--- src/rtl/cftg_defines.svh ---
`ifndef CFTG_DEFINES_SVH
`define CFTG_DEFINES_SVH

// ****************************************
// Register offsets
// ****************************************
`define CFTG_OFS_TRIG_CTL 8'h18
`define CFTG_OFS_HIGH_UPPER 8'h19
`define CFTG_OFS_HIGH_LOWER 8'h1A
`define CFTG_OFS_LOW_UPPER 8'h1B
`define CFTG_OFS_LOW_LOWER 8'h1C
`define CFTG_OFS_RATE_SEL 8'h58

// ****************************************
// Reset values
// ****************************************
`define CFTG_RST_BYTE 8'h00
`define CFTG_RST_RATE 3'h0

// ****************************************
// Field positions and codes
// ****************************************
`define CFTG_CTL_ENABLE_BIT 0
`define CFTG_CTL_SHAPE_BIT 1
`define CFTG_CTL_INIT_BIT 2
`define CFTG_CTL_SRC_LSB 4
`define CFTG_CTL_SRC_MSB 7
`define CFTG_RATE_LSB 0
`define CFTG_RATE_MSB 2
`define CFTG_CTL_WRITE_MASK 8'hF7
`define CFTG_SRC_LINK0 4'h0
`define CFTG_SRC_GPIO_FIRST 4'h8
`define CFTG_SRC_GPIO_LAST 4'hE
`define CFTG_RATE_50M 3'h6

// ****************************************
// Timing
// ****************************************
`define CFTG_CLK_PERIOD_NS 10
`define CFTG_FRAME_BITS 30
`define CFTG_BIT_NS_50M 20
`define CFTG_BIT_NS_2M5 400

`endif

--- src/rtl/cftg_pkg.sv ---
`default_nettype none

package cftg_pkg;

  typedef enum logic [1:0] {
    CFTG_MODE_OFF = 2'b00,
    CFTG_MODE_EXTERNAL = 2'b01,
    CFTG_MODE_INTERNAL = 2'b10
  } cftg_mode_e;

  typedef struct packed {
    logic [3:0] trigger_source_select;
    logic reserved;
    logic initial_level;
    logic waveform_shape_select;
    logic generator_enable;
  } cftg_ctl_s;

  typedef struct packed {
    logic wr_en;
    logic rd_en;
    logic [7:0] addr;
    logic [7:0] wdata;
  } cftg_reg_req_s;

  typedef struct packed {
    logic trigger_link0;
    logic trigger_link1;
  } cftg_link_out_s;

endpackage : cftg_pkg

`default_nettype wire

--- src/rtl/cftg_sync2.sv ---
`include "cftg_defines.svh"
`default_nettype none

module cftg_sync2 #(
  parameter int WIDTH = 7
) (
  input wire logic clk_sys,
  input wire logic rstn,
  input wire logic clk_en,
  input wire logic [WIDTH-1:0] async_in,
  output logic [WIDTH-1:0] sync_out
);

  logic [WIDTH-1:0] meta_q;
  logic [WIDTH-1:0] meta_d;
  logic [WIDTH-1:0] sync_q;
  logic [WIDTH-1:0] sync_d;

  always_comb begin
    meta_d = clk_en ? async_in : meta_q;
    sync_d = clk_en ? meta_q : sync_q;
  end

  always_ff @(posedge clk_sys or negedge rstn) begin
    if (!rstn) begin
      meta_q <= '0;
      sync_q <= '0;
    end else begin
      meta_q <= meta_d;
      sync_q <= sync_d;
    end
  end

  assign sync_out = sync_q;

endmodule // cftg_sync2

`default_nettype wire

--- src/rtl/cftg_tick_gen.sv ---
`include "cftg_defines.svh"
`default_nettype none

// One pulse per back-channel frame of thirty bit times
module cftg_tick_gen #(
  parameter int CNT_W = 12
) (
  input wire logic clk_sys,
  input wire logic rstn,
  input wire logic clk_en,
  input wire logic [2:0] rate_sel,
  output logic tick
);

  localparam int BIT_CYC_50M = (`CFTG_BIT_NS_50M + `CFTG_CLK_PERIOD_NS - 1) / `CFTG_CLK_PERIOD_NS;
  localparam int BIT_CYC_2M5 = (`CFTG_BIT_NS_2M5 + `CFTG_CLK_PERIOD_NS - 1) / `CFTG_CLK_PERIOD_NS;
  localparam logic [CNT_W-1:0] LAST_50M = CNT_W'(`CFTG_FRAME_BITS * BIT_CYC_50M - 1);
  localparam logic [CNT_W-1:0] LAST_2M5 = CNT_W'(`CFTG_FRAME_BITS * BIT_CYC_2M5 - 1);

  // Last cycle count of one frame for a rate code
  function automatic logic [CNT_W-1:0] frame_last(input logic [2:0] sel);
    frame_last = (sel == `CFTG_RATE_50M) ? LAST_50M : LAST_2M5; // [RL6] [RL13]
  endfunction

  logic [CNT_W-1:0] cnt_q;
  logic [CNT_W-1:0] cnt_d;
  logic tick_q;
  logic tick_d;

  always_comb begin
    cnt_d = cnt_q;
    tick_d = tick_q;
    if (clk_en) begin
      tick_d = 1'b0;
      // Compare with >= so a rate change mid-frame cannot run past the end
      if (cnt_q >= frame_last(rate_sel)) begin
        cnt_d = '0;
        tick_d = 1'b1;
      end else begin
        cnt_d = cnt_q + CNT_W'(1);
      end
    end
  end

  always_ff @(posedge clk_sys or negedge rstn) begin
    if (!rstn) begin
      cnt_q <= '0;
      tick_q <= 1'b0;
    end else begin
      cnt_q <= cnt_d;
      tick_q <= tick_d;
    end
  end

  assign tick = tick_q;

endmodule // cftg_tick_gen

`default_nettype wire

--- src/rtl/cftg_trigger_gen.sv ---
// Notes on behaviour
// RL1: Source 0x8..0xE with generator off relays local pin 0..6 as the trigger.
// RL2: Relayed trigger is resampled each back-channel frame, about 600 ns skew.
// RL3: Software maps a back-channel GPIO slot to the trigger in the link logic.
// RL4: Writing 1 to generator enable selects internal counter mode.
// RL5: Once enabled, pulses repeat continuously without software action.
// RL6: Generator tick is one back-channel frame of thirty bit times.
// RL7: In internal mode source select 0x0 picks link 0 frame period.
// RL8: Control bit 1 picks separate high/low periods or 50/50 duty.
// RL9: Control bit 2 sets the starting level when generation begins.
// RL10: High and low counts are 16 bits, upper byte at the lower offset.
// RL11: Trigger stays high then low for the programmed tick counts.
// RL12: Software scales counts when the reference clock is not 25 MHz.
// RL13: Link 0 rate field at 0x58 bits 2:0 sets the tick; 110b is 50 Mbps.
// RL14: Both back-channel links carry the same trigger edge together.
// RL15: A count of N lasts N plus one ticks.
// RL16: While disabled, counter is cleared and output held at initial level; with source 0x8..0xE the output relays the pin instead.
`include "cftg_defines.svh"
`default_nettype none

module cftg_trigger_gen #(
  parameter int GPIO_W = 7,
  parameter int COUNT_W = 16
) (
  input wire logic clk_sys,
  input wire logic rstn,
  input wire logic clk_en,
  input wire cftg_pkg::cftg_reg_req_s reg_req,
  output logic [7:0] reg_rdata,
  input wire logic [GPIO_W-1:0] gpio_in,
  output cftg_pkg::cftg_link_out_s link_out,
  output logic frame_tick
);

  // ****************************************
  // Register file
  // ****************************************
  cftg_pkg::cftg_ctl_s ctl_q;
  cftg_pkg::cftg_ctl_s ctl_d;
  logic [7:0] high_upper_q;
  logic [7:0] high_upper_d;
  logic [7:0] high_lower_q;
  logic [7:0] high_lower_d;
  logic [7:0] low_upper_q;
  logic [7:0] low_upper_d;
  logic [7:0] low_lower_q;
  logic [7:0] low_lower_d;
  logic [2:0] rate_q;
  logic [2:0] rate_d;
  logic [7:0] rdata_q;
  logic [7:0] rdata_d;

  // Write strobe decode for one offset
  function automatic logic wr_hit(input cftg_pkg::cftg_reg_req_s req, input logic [7:0] ofs);
    wr_hit = req.wr_en && (req.addr == ofs);
  endfunction

  // Control byte; the reserved bit is dropped so it always reads back zero
  always_comb begin
    ctl_d = ctl_q;
    if (clk_en && wr_hit(reg_req, `CFTG_OFS_TRIG_CTL)) begin
      ctl_d = cftg_pkg::cftg_ctl_s'(reg_req.wdata & `CFTG_CTL_WRITE_MASK); // [RL4]
    end
  end

  always_ff @(posedge clk_sys or negedge rstn) begin
    if (!rstn) begin
      ctl_q <= cftg_pkg::cftg_ctl_s'(`CFTG_RST_BYTE);
    end else begin
      ctl_q <= ctl_d;
    end
  end

  // Count bytes are live, so a half-written count takes effect at once
  always_comb begin
    high_upper_d = high_upper_q;
    high_lower_d = high_lower_q;
    low_upper_d = low_upper_q;
    low_lower_d = low_lower_q;
    if (clk_en) begin
      if (wr_hit(reg_req, `CFTG_OFS_HIGH_UPPER)) begin
        high_upper_d = reg_req.wdata; // [RL10]
      end
      if (wr_hit(reg_req, `CFTG_OFS_HIGH_LOWER)) begin
        high_lower_d = reg_req.wdata; // [RL10]
      end
      if (wr_hit(reg_req, `CFTG_OFS_LOW_UPPER)) begin
        low_upper_d = reg_req.wdata; // [RL10]
      end
      if (wr_hit(reg_req, `CFTG_OFS_LOW_LOWER)) begin
        low_lower_d = reg_req.wdata; // [RL10]
      end
    end
  end

  always_ff @(posedge clk_sys or negedge rstn) begin
    if (!rstn) begin
      high_upper_q <= `CFTG_RST_BYTE;
      high_lower_q <= `CFTG_RST_BYTE;
      low_upper_q <= `CFTG_RST_BYTE;
      low_lower_q <= `CFTG_RST_BYTE;
    end else begin
      high_upper_q <= high_upper_d;
      high_lower_q <= high_lower_d;
      low_upper_q <= low_upper_d;
      low_lower_q <= low_lower_d;
    end
  end

  // Any code but the fast one falls back to the slow frame
  always_comb begin
    rate_d = rate_q;
    if (clk_en && wr_hit(reg_req, `CFTG_OFS_RATE_SEL)) begin
      rate_d = reg_req.wdata[`CFTG_RATE_MSB:`CFTG_RATE_LSB]; // [RL13]
    end
  end

  always_ff @(posedge clk_sys or negedge rstn) begin
    if (!rstn) begin
      rate_q <= `CFTG_RST_RATE;
    end else begin
      rate_q <= rate_d;
    end
  end

  // Unmapped offsets read zero; a read beside a write returns the old value
  always_comb begin
    rdata_d = rdata_q;
    if (clk_en && reg_req.rd_en) begin
      case (reg_req.addr)
        `CFTG_OFS_TRIG_CTL: rdata_d = ctl_q;
        `CFTG_OFS_HIGH_UPPER: rdata_d = high_upper_q;
        `CFTG_OFS_HIGH_LOWER: rdata_d = high_lower_q;
        `CFTG_OFS_LOW_UPPER: rdata_d = low_upper_q;
        `CFTG_OFS_LOW_LOWER: rdata_d = low_lower_q;
        `CFTG_OFS_RATE_SEL: rdata_d = {5'h00, rate_q};
        default: rdata_d = 8'h00;
      endcase
    end
  end

  always_ff @(posedge clk_sys or negedge rstn) begin
    if (!rstn) begin
      rdata_q <= `CFTG_RST_BYTE;
    end else begin
      rdata_q <= rdata_d;
    end
  end

  assign reg_rdata = rdata_q;

  // ****************************************
  // Pin synchroniser and frame tick
  // ****************************************
  logic [GPIO_W-1:0] gpio_sync;
  logic tick;

  cftg_sync2 #(
    .WIDTH(GPIO_W)
  ) u_sync (
    .clk_sys(clk_sys),
    .rstn(rstn),
    .clk_en(clk_en),
    .async_in(gpio_in),
    .sync_out(gpio_sync)
  );

  // Only link 0 rate is held here, so every internal source uses its frame
  cftg_tick_gen u_tick (
    .clk_sys(clk_sys),
    .rstn(rstn),
    .clk_en(clk_en),
    .rate_sel(rate_q),
    .tick(tick)
  ); // [RL7] [RL6]

  assign frame_tick = tick;

  // ****************************************
  // Mode decode
  // ****************************************
  cftg_pkg::cftg_mode_e mode;
  logic [3:0] src;
  logic [3:0] pin_idx;
  logic [COUNT_W-1:0] high_count;
  logic [COUNT_W-1:0] low_count;

  assign src = ctl_q.trigger_source_select;
  assign pin_idx = src - `CFTG_SRC_GPIO_FIRST;
  assign high_count = COUNT_W'({high_upper_q, high_lower_q}); // [RL10]
  assign low_count = COUNT_W'({low_upper_q, low_lower_q}); // [RL10]

  always_comb begin
    if (ctl_q.generator_enable) begin
      mode = cftg_pkg::CFTG_MODE_INTERNAL; // [RL4]
    end else if (src >= `CFTG_SRC_GPIO_FIRST && src <= `CFTG_SRC_GPIO_LAST) begin
      mode = cftg_pkg::CFTG_MODE_EXTERNAL; // [RL1]
    end else begin
      mode = cftg_pkg::CFTG_MODE_OFF;
    end
  end

  // Last count of the phase that the given level occupies
  function automatic logic [COUNT_W-1:0] phase_last(input logic lvl, input logic half,
                                                     input logic [COUNT_W-1:0] hi,
                                                     input logic [COUNT_W-1:0] lo);
    if (half) begin
      phase_last = hi; // [RL8]
    end else begin
      phase_last = lvl ? hi : lo; // [RL8] [RL11]
    end
  endfunction

  // ****************************************
  // Generator
  // ****************************************
  logic [COUNT_W-1:0] cnt_q;
  logic [COUNT_W-1:0] cnt_d;
  logic level_q;
  logic level_d;
  logic trig_q;
  logic trig_d;

  // Counter and level; both restart whenever the generator is off
  always_comb begin
    cnt_d = cnt_q;
    level_d = level_q;
    if (clk_en) begin
      case (mode)
        cftg_pkg::CFTG_MODE_INTERNAL: begin
          if (tick) begin
            // Count runs 0..N so each phase spans N+1 ticks
            if (cnt_q >= phase_last(level_q, ctl_q.waveform_shape_select, high_count, low_count)) begin
              cnt_d = '0; // [RL15]
              level_d = !level_q; // [RL5] [RL11]
            end else begin
              cnt_d = cnt_q + COUNT_W'(1);
            end
          end
        end
        cftg_pkg::CFTG_MODE_EXTERNAL: begin
          cnt_d = '0;
          level_d = ctl_d.initial_level;
        end
        cftg_pkg::CFTG_MODE_OFF: begin
          // Preload from the incoming byte so an enabling write starts at its own level
          cnt_d = '0; // [RL16]
          level_d = ctl_d.initial_level; // [RL16] [RL9]
        end
        default: begin
          cnt_d = '0;
          level_d = ctl_d.initial_level;
        end
      endcase
    end
  end

  always_ff @(posedge clk_sys or negedge rstn) begin
    if (!rstn) begin
      cnt_q <= '0;
      level_q <= 1'b0;
    end else begin
      cnt_q <= cnt_d;
      level_q <= level_d;
    end
  end

  // Pin level trails the counter level by one cycle
  always_comb begin
    trig_d = trig_q;
    if (clk_en) begin
      case (mode)
        cftg_pkg::CFTG_MODE_INTERNAL: begin
          trig_d = level_q;
        end
        cftg_pkg::CFTG_MODE_EXTERNAL: begin
          // Resample once per frame, like the back-channel slot would
          if (tick) begin
            trig_d = gpio_sync[pin_idx[2:0]]; // [RL1] [RL2]
          end
        end
        cftg_pkg::CFTG_MODE_OFF: begin
          trig_d = ctl_q.initial_level; // [RL16]
        end
        default: begin
          trig_d = ctl_q.initial_level;
        end
      endcase
    end
  end

  always_ff @(posedge clk_sys or negedge rstn) begin
    if (!rstn) begin
      trig_q <= 1'b0;
    end else begin
      trig_q <= trig_d;
    end
  end

  // One flop feeds both links so their edges never part
  assign link_out.trigger_link0 = trig_q; // [RL14]
  assign link_out.trigger_link1 = trig_q; // [RL14]

endmodule // cftg_trigger_gen

`default_nettype wire

--- config.mk ---
export PLATFORM = sky130hd
export DESIGN_NAME = cftg_trigger_gen
export DESIGN_NICKNAME = d
export VERILOG_FILES = /design/src/rtl/cftg_pkg.sv /design/src/rtl/cftg_sync2.sv /design/src/rtl/cftg_tick_gen.sv /design/src/rtl/cftg_trigger_gen.sv
export VERILOG_INCLUDE_DIRS = /design/src /design/src/rtl
export SDC_FILE = /design/constraint.sdc
export NUM_CORES = 1
export LEC_CHECK = 0
export BUFFER_PORTS_ARGS = -buffer_cell sky130_fd_sc_hd__buf_2
export CORE_ASPECT_RATIO = 0.8
export CORE_MARGIN = 4
export CORE_UTILIZATION = 45
export CTS_CLUSTER_DIAMETER = 80
export DETAILED_ROUTE_END_ITERATION = 12
export PLACE_DENSITY_LB_ADDON = 0.15
export SLEW_MARGIN = 20
export SYNTH_ARGS = -nofsm -noshare
export SYNTH_HDL_FRONTEND = slang
export SYNTH_HIERARCHICAL = 1
export SYNTH_SLANG_ARGS = --single-unit
--- constraint.sdc ---
create_clock -name clk_sys -period 7.5 [get_ports clk_sys]
set_clock_uncertainty 0.1 [all_clocks]
set_input_delay 0 -clock clk_sys [delete_from_list [all_inputs] [get_ports clk_sys]]
set_output_delay 0 -clock clk_sys [all_outputs]
set_load 0.01 [all_outputs]
==> results.ini <==
[critical_path]
crit_slowest_cell = o32a_1
cp-end-kind = register
crit_arrival_ps = 3360
reg2reg_slack_ps = 4270
path_max_fanout = 16
path_buf_inv = 1
slowest_delay_ps = 520
critPathTopFamily = compound AO/OA/AOI/OAI gates
start_kind = register
rr_startpoint = ctl_q[1]$_DFFE_PN0P_
required_ps = 7630
path_cells = nor2_1 > buf_4 > mux2_2 > ha_1 > nand2b_1 > a2111oi_0 > o32a_1 > nand2_1 > o311ai_0
reg2reg_depth = 9
reg2reg_to = cnt_q[2]$_DFFE_PN0P_
worstSetupPathType = register to register

[power_and_ir_drop]
power_switching_share = 0.290
power_mw = 1.21
pwr-share-seq = 0.480
combPwrFrac = 0.144
power.density_mw_per_mm2 = 204
ir_drop_uv = 114
p_sw_mw = 0.351
p_clk_frac = 0.376
p_int_mw = 0.859
p_leak_nw = 2.69

[clock_network]
clk_pin_slew_ps = 70
cts_tree = done
cts_buffers = 9
h-tree-depth = 3
clock-sinks = 95
clockRootBuffer = clkbuf_16
clockBufferDepth = 2
cts_repair_resize_count = 0
cts_setup_buffers = 0
clkLatencyLatePin_ps = 350

[synth]
postSynthRegisterBits = 95
synth_top_cell_by_area = dfrtp_1
netlist-cell-type-count = 66
synth_edf_count = 0
async_reset_ff_frac = 1.00
synth_ff_type = dfrtp_1
ys_seq_area_frac = 0.458
syn_area_per_cell_um2 = 11.4
synthAdderAreaFrac = 0.0458
synthesis.area_mm2 = 0.00519
syn_nets = 502
synth_top_family_by_area = multiplexers
yosys.area_share.simple = 0.136
ys_warn_count = 6
synth.area.top_cells = dfrtp_1, mux2_2, ha_1
synth_top_area_frac = 0.458
synth_xor_area_frac = 0.0304
synth_compound_area_frac = 0.118
muxShareOfSynthArea = 0.176
synth_cells = 455

[timing]
fin_crit_sh = 0.431
finalSetupTns_ps = 0
setup_viol = 0
max_freq_mhz = 309
rsz0062_at_grt = false
whs_ps = 60.7
final-max-slew-violation-count = 0
relSlewSlack = 0.348
hold_viol = 0
worst_pin_slew_ps = 970
min_period_ps = 3230

[layout]
multi_input_area_mm2 = 0.00263
diodes = 0
layout-drive-gt1-share = 0.291
area_delta_synth_final_pct = 14.2
stdcell_count = 653
nNetsFinal = 551
n_fill_cell = 989
seqCellArea_mm2 = 0.00238

[global_route]
grt_pass1_vias = 3683
grt_max_degree = 76
grt_use_total = 0.185
grt_first_pass_wirelength_um = 19700
antenna_found_initial = 0
overflow = 0

[worst_hold_path]
hold_path_class = primary input to register
worstHoldStart = reg_req[9]
holdPathStages = 4
holdPathEnd = ctl_q[2]$_DFF_PN0_

[floorplanning]
dieArea_mm2 = 0.0133
die_height_um = 104
initial_core_util = 0.470
die_x_um = 128
ios = 39
rows = 34
core_area_mm2 = 0.0111

[placed_design]
port-buffer-count = 38
place_congestion = 0.826
dp_hpwl_um = 8620
numPlacedInstances = 620

[route]
num_vias = 3768
wirelength_um = 12000
viasPerCell = 5.77
final_antenna_net_count = 0
wl_per_cell_um = 18.3
drt-initial-drc-count = 315
dr.pass1.iters = 5
drc = 0

[status]
status = completed

[run]
drv_cap = 0

-- cell usage in the layout, fill, tap and decap left out, types with 5 or more instances in the layout --
cell type / count
dfrtp_1: 95
mux2_2: 63
buf_2: 37
nand2_1: 31
nor2_1: 25
ha_1: 19
mux2i_1: 18
dlygate4sd3_1: 17
inv_1: 16
nand3_1: 16
a21oi_1: 15
xnor2_1: 12
o21ai_0: 9
clkbuf_16: 9
nand4_1: 8
a21o_1: 8
and4_1: 7
a222oi_1: 7
a21oi_2: 7
xor2_1: 6
nor3_1: 5
-- power groups by stage --
stage / registers [mW] / clock network (mW) / logic, mW
after floorplan: 0.578 / 0 / 0.127
after global placement: 0.589 / 0 / 0.161
after detailed placement: 0.591 / 0 / 0.167
after CTS: 0.581 / 0.467 / 0.174
after global routing: 0.587 / 0.486 / 0.190
final: 0.581 / 0.455 / 0.174
-- repair_timing --
item                                   4_1_cts  5_1_grt
hold buffers                                17        0
setup endpoints to repair                    0        0
endpoints found under the hold margin       69        0
-- sequential cells by signal (all words and copies together) (netlist names) --
signal           cells
cnt_q               16
u_tick/cnt_q        12
high_lower_q         8
high_upper_q         8
low_lower_q          8
low_upper_q          8
reg_rdata            8
u_sync/meta_q        7
u_sync/sync_out      7
src                  4
ctl_q                3
rate_q               3
level_q              1
trig_q               1
u_tick/tick          1
-- worst max-delay path by stage --
stage | start | to | slack, ps | cells past startpoint
final | ctl_q[1]$_DFFE_PN0P_ | cnt_q[2]$_DFFE_PN0P_ | 4270 | 9
after global routing | ctl_q[1]$_DFFE_PN0P_ | cnt_q[2]$_DFFE_PN0P_ | 4130 | 9
after CTS | ctl_q[1]$_DFFE_PN0P_ | cnt_q[2]$_DFFE_PN0P_ | 4290 | 9
after detailed placement | ctl_q[1]$_DFFE_PN0P_ | cnt_q[2]$_DFFE_PN0P_ | 4380 | 9
after global placement | ctl_q[1]$_DFFE_PN0P_ | cnt_q[2]$_DFFE_PN0P_ | 4460 | 9
after floorplan | level_q$_DFFE_PN0P_ | level_q$_DFFE_PN0P_ | 4140 | 10
-- cell usage after synthesis (all sizes together) (4+ instances only) --
cell and n:
a21oi 23, nor4 4, mux2i 18, a21o 9, nand4 10, xnor2 12, ha 19, nand2 32
mux2 63, nand3 18, buf 12, a32oi 4, and3 4, nor3 7, and4 7, dfrtp 95
a222oi 7, nor2 26, inv 17, xor2 6, o21ai 11, clkbuf 8, a31oi 5
-- worst min-delay path: stages --
cell and delay, ps:
buf_2 170, nor4bb_1 110, nand4_1 110, nand2_1 70
-- metrics by stage --
stage	setup slack [ps]	util	instance area [um2]
after floorplan	4140	-	5190
after global placement	4460	0.494	5470
after detailed placement	4380	0.494	5470
after CTS	4290	0.536	5930
after global routing	4130	0.536	5930
final	4270	0.536	5930
-- metal layers --
metal / vias up / wire length (um) / track usage
met4: 0 / 118 / 0.0417
met3: 9 / 570 / 0.0354
met1: 1887 / 5840 / 0.278
li1: 1781 / - / -
met2: 91 / 5430 / 0.277
met5: - / 0 / 0
-- cell type report --
cell class / count / share of cell area
repair buffers: 58 / 0.0650
clock inverters: 7 / 0.0122
multi-input cells: 323 / 0.443
well taps: 144 / 0.0304
clock buffers: 9 / 0.0380
flip-flops and latches: 95 / 0.401
inverters: 17 / 0.0108
-- kinds of logic after synthesis --
group / after synthesis
AND/OR/NAND/NOR: 124
flip-flops: 95
multiplexers: 82
AO/OA/AOI/OAI: 80
buffers and inverters: 37
adder cells (fa/ha/maj): 19
XOR/XNOR: 18
(Power assumes the default switching activity.)
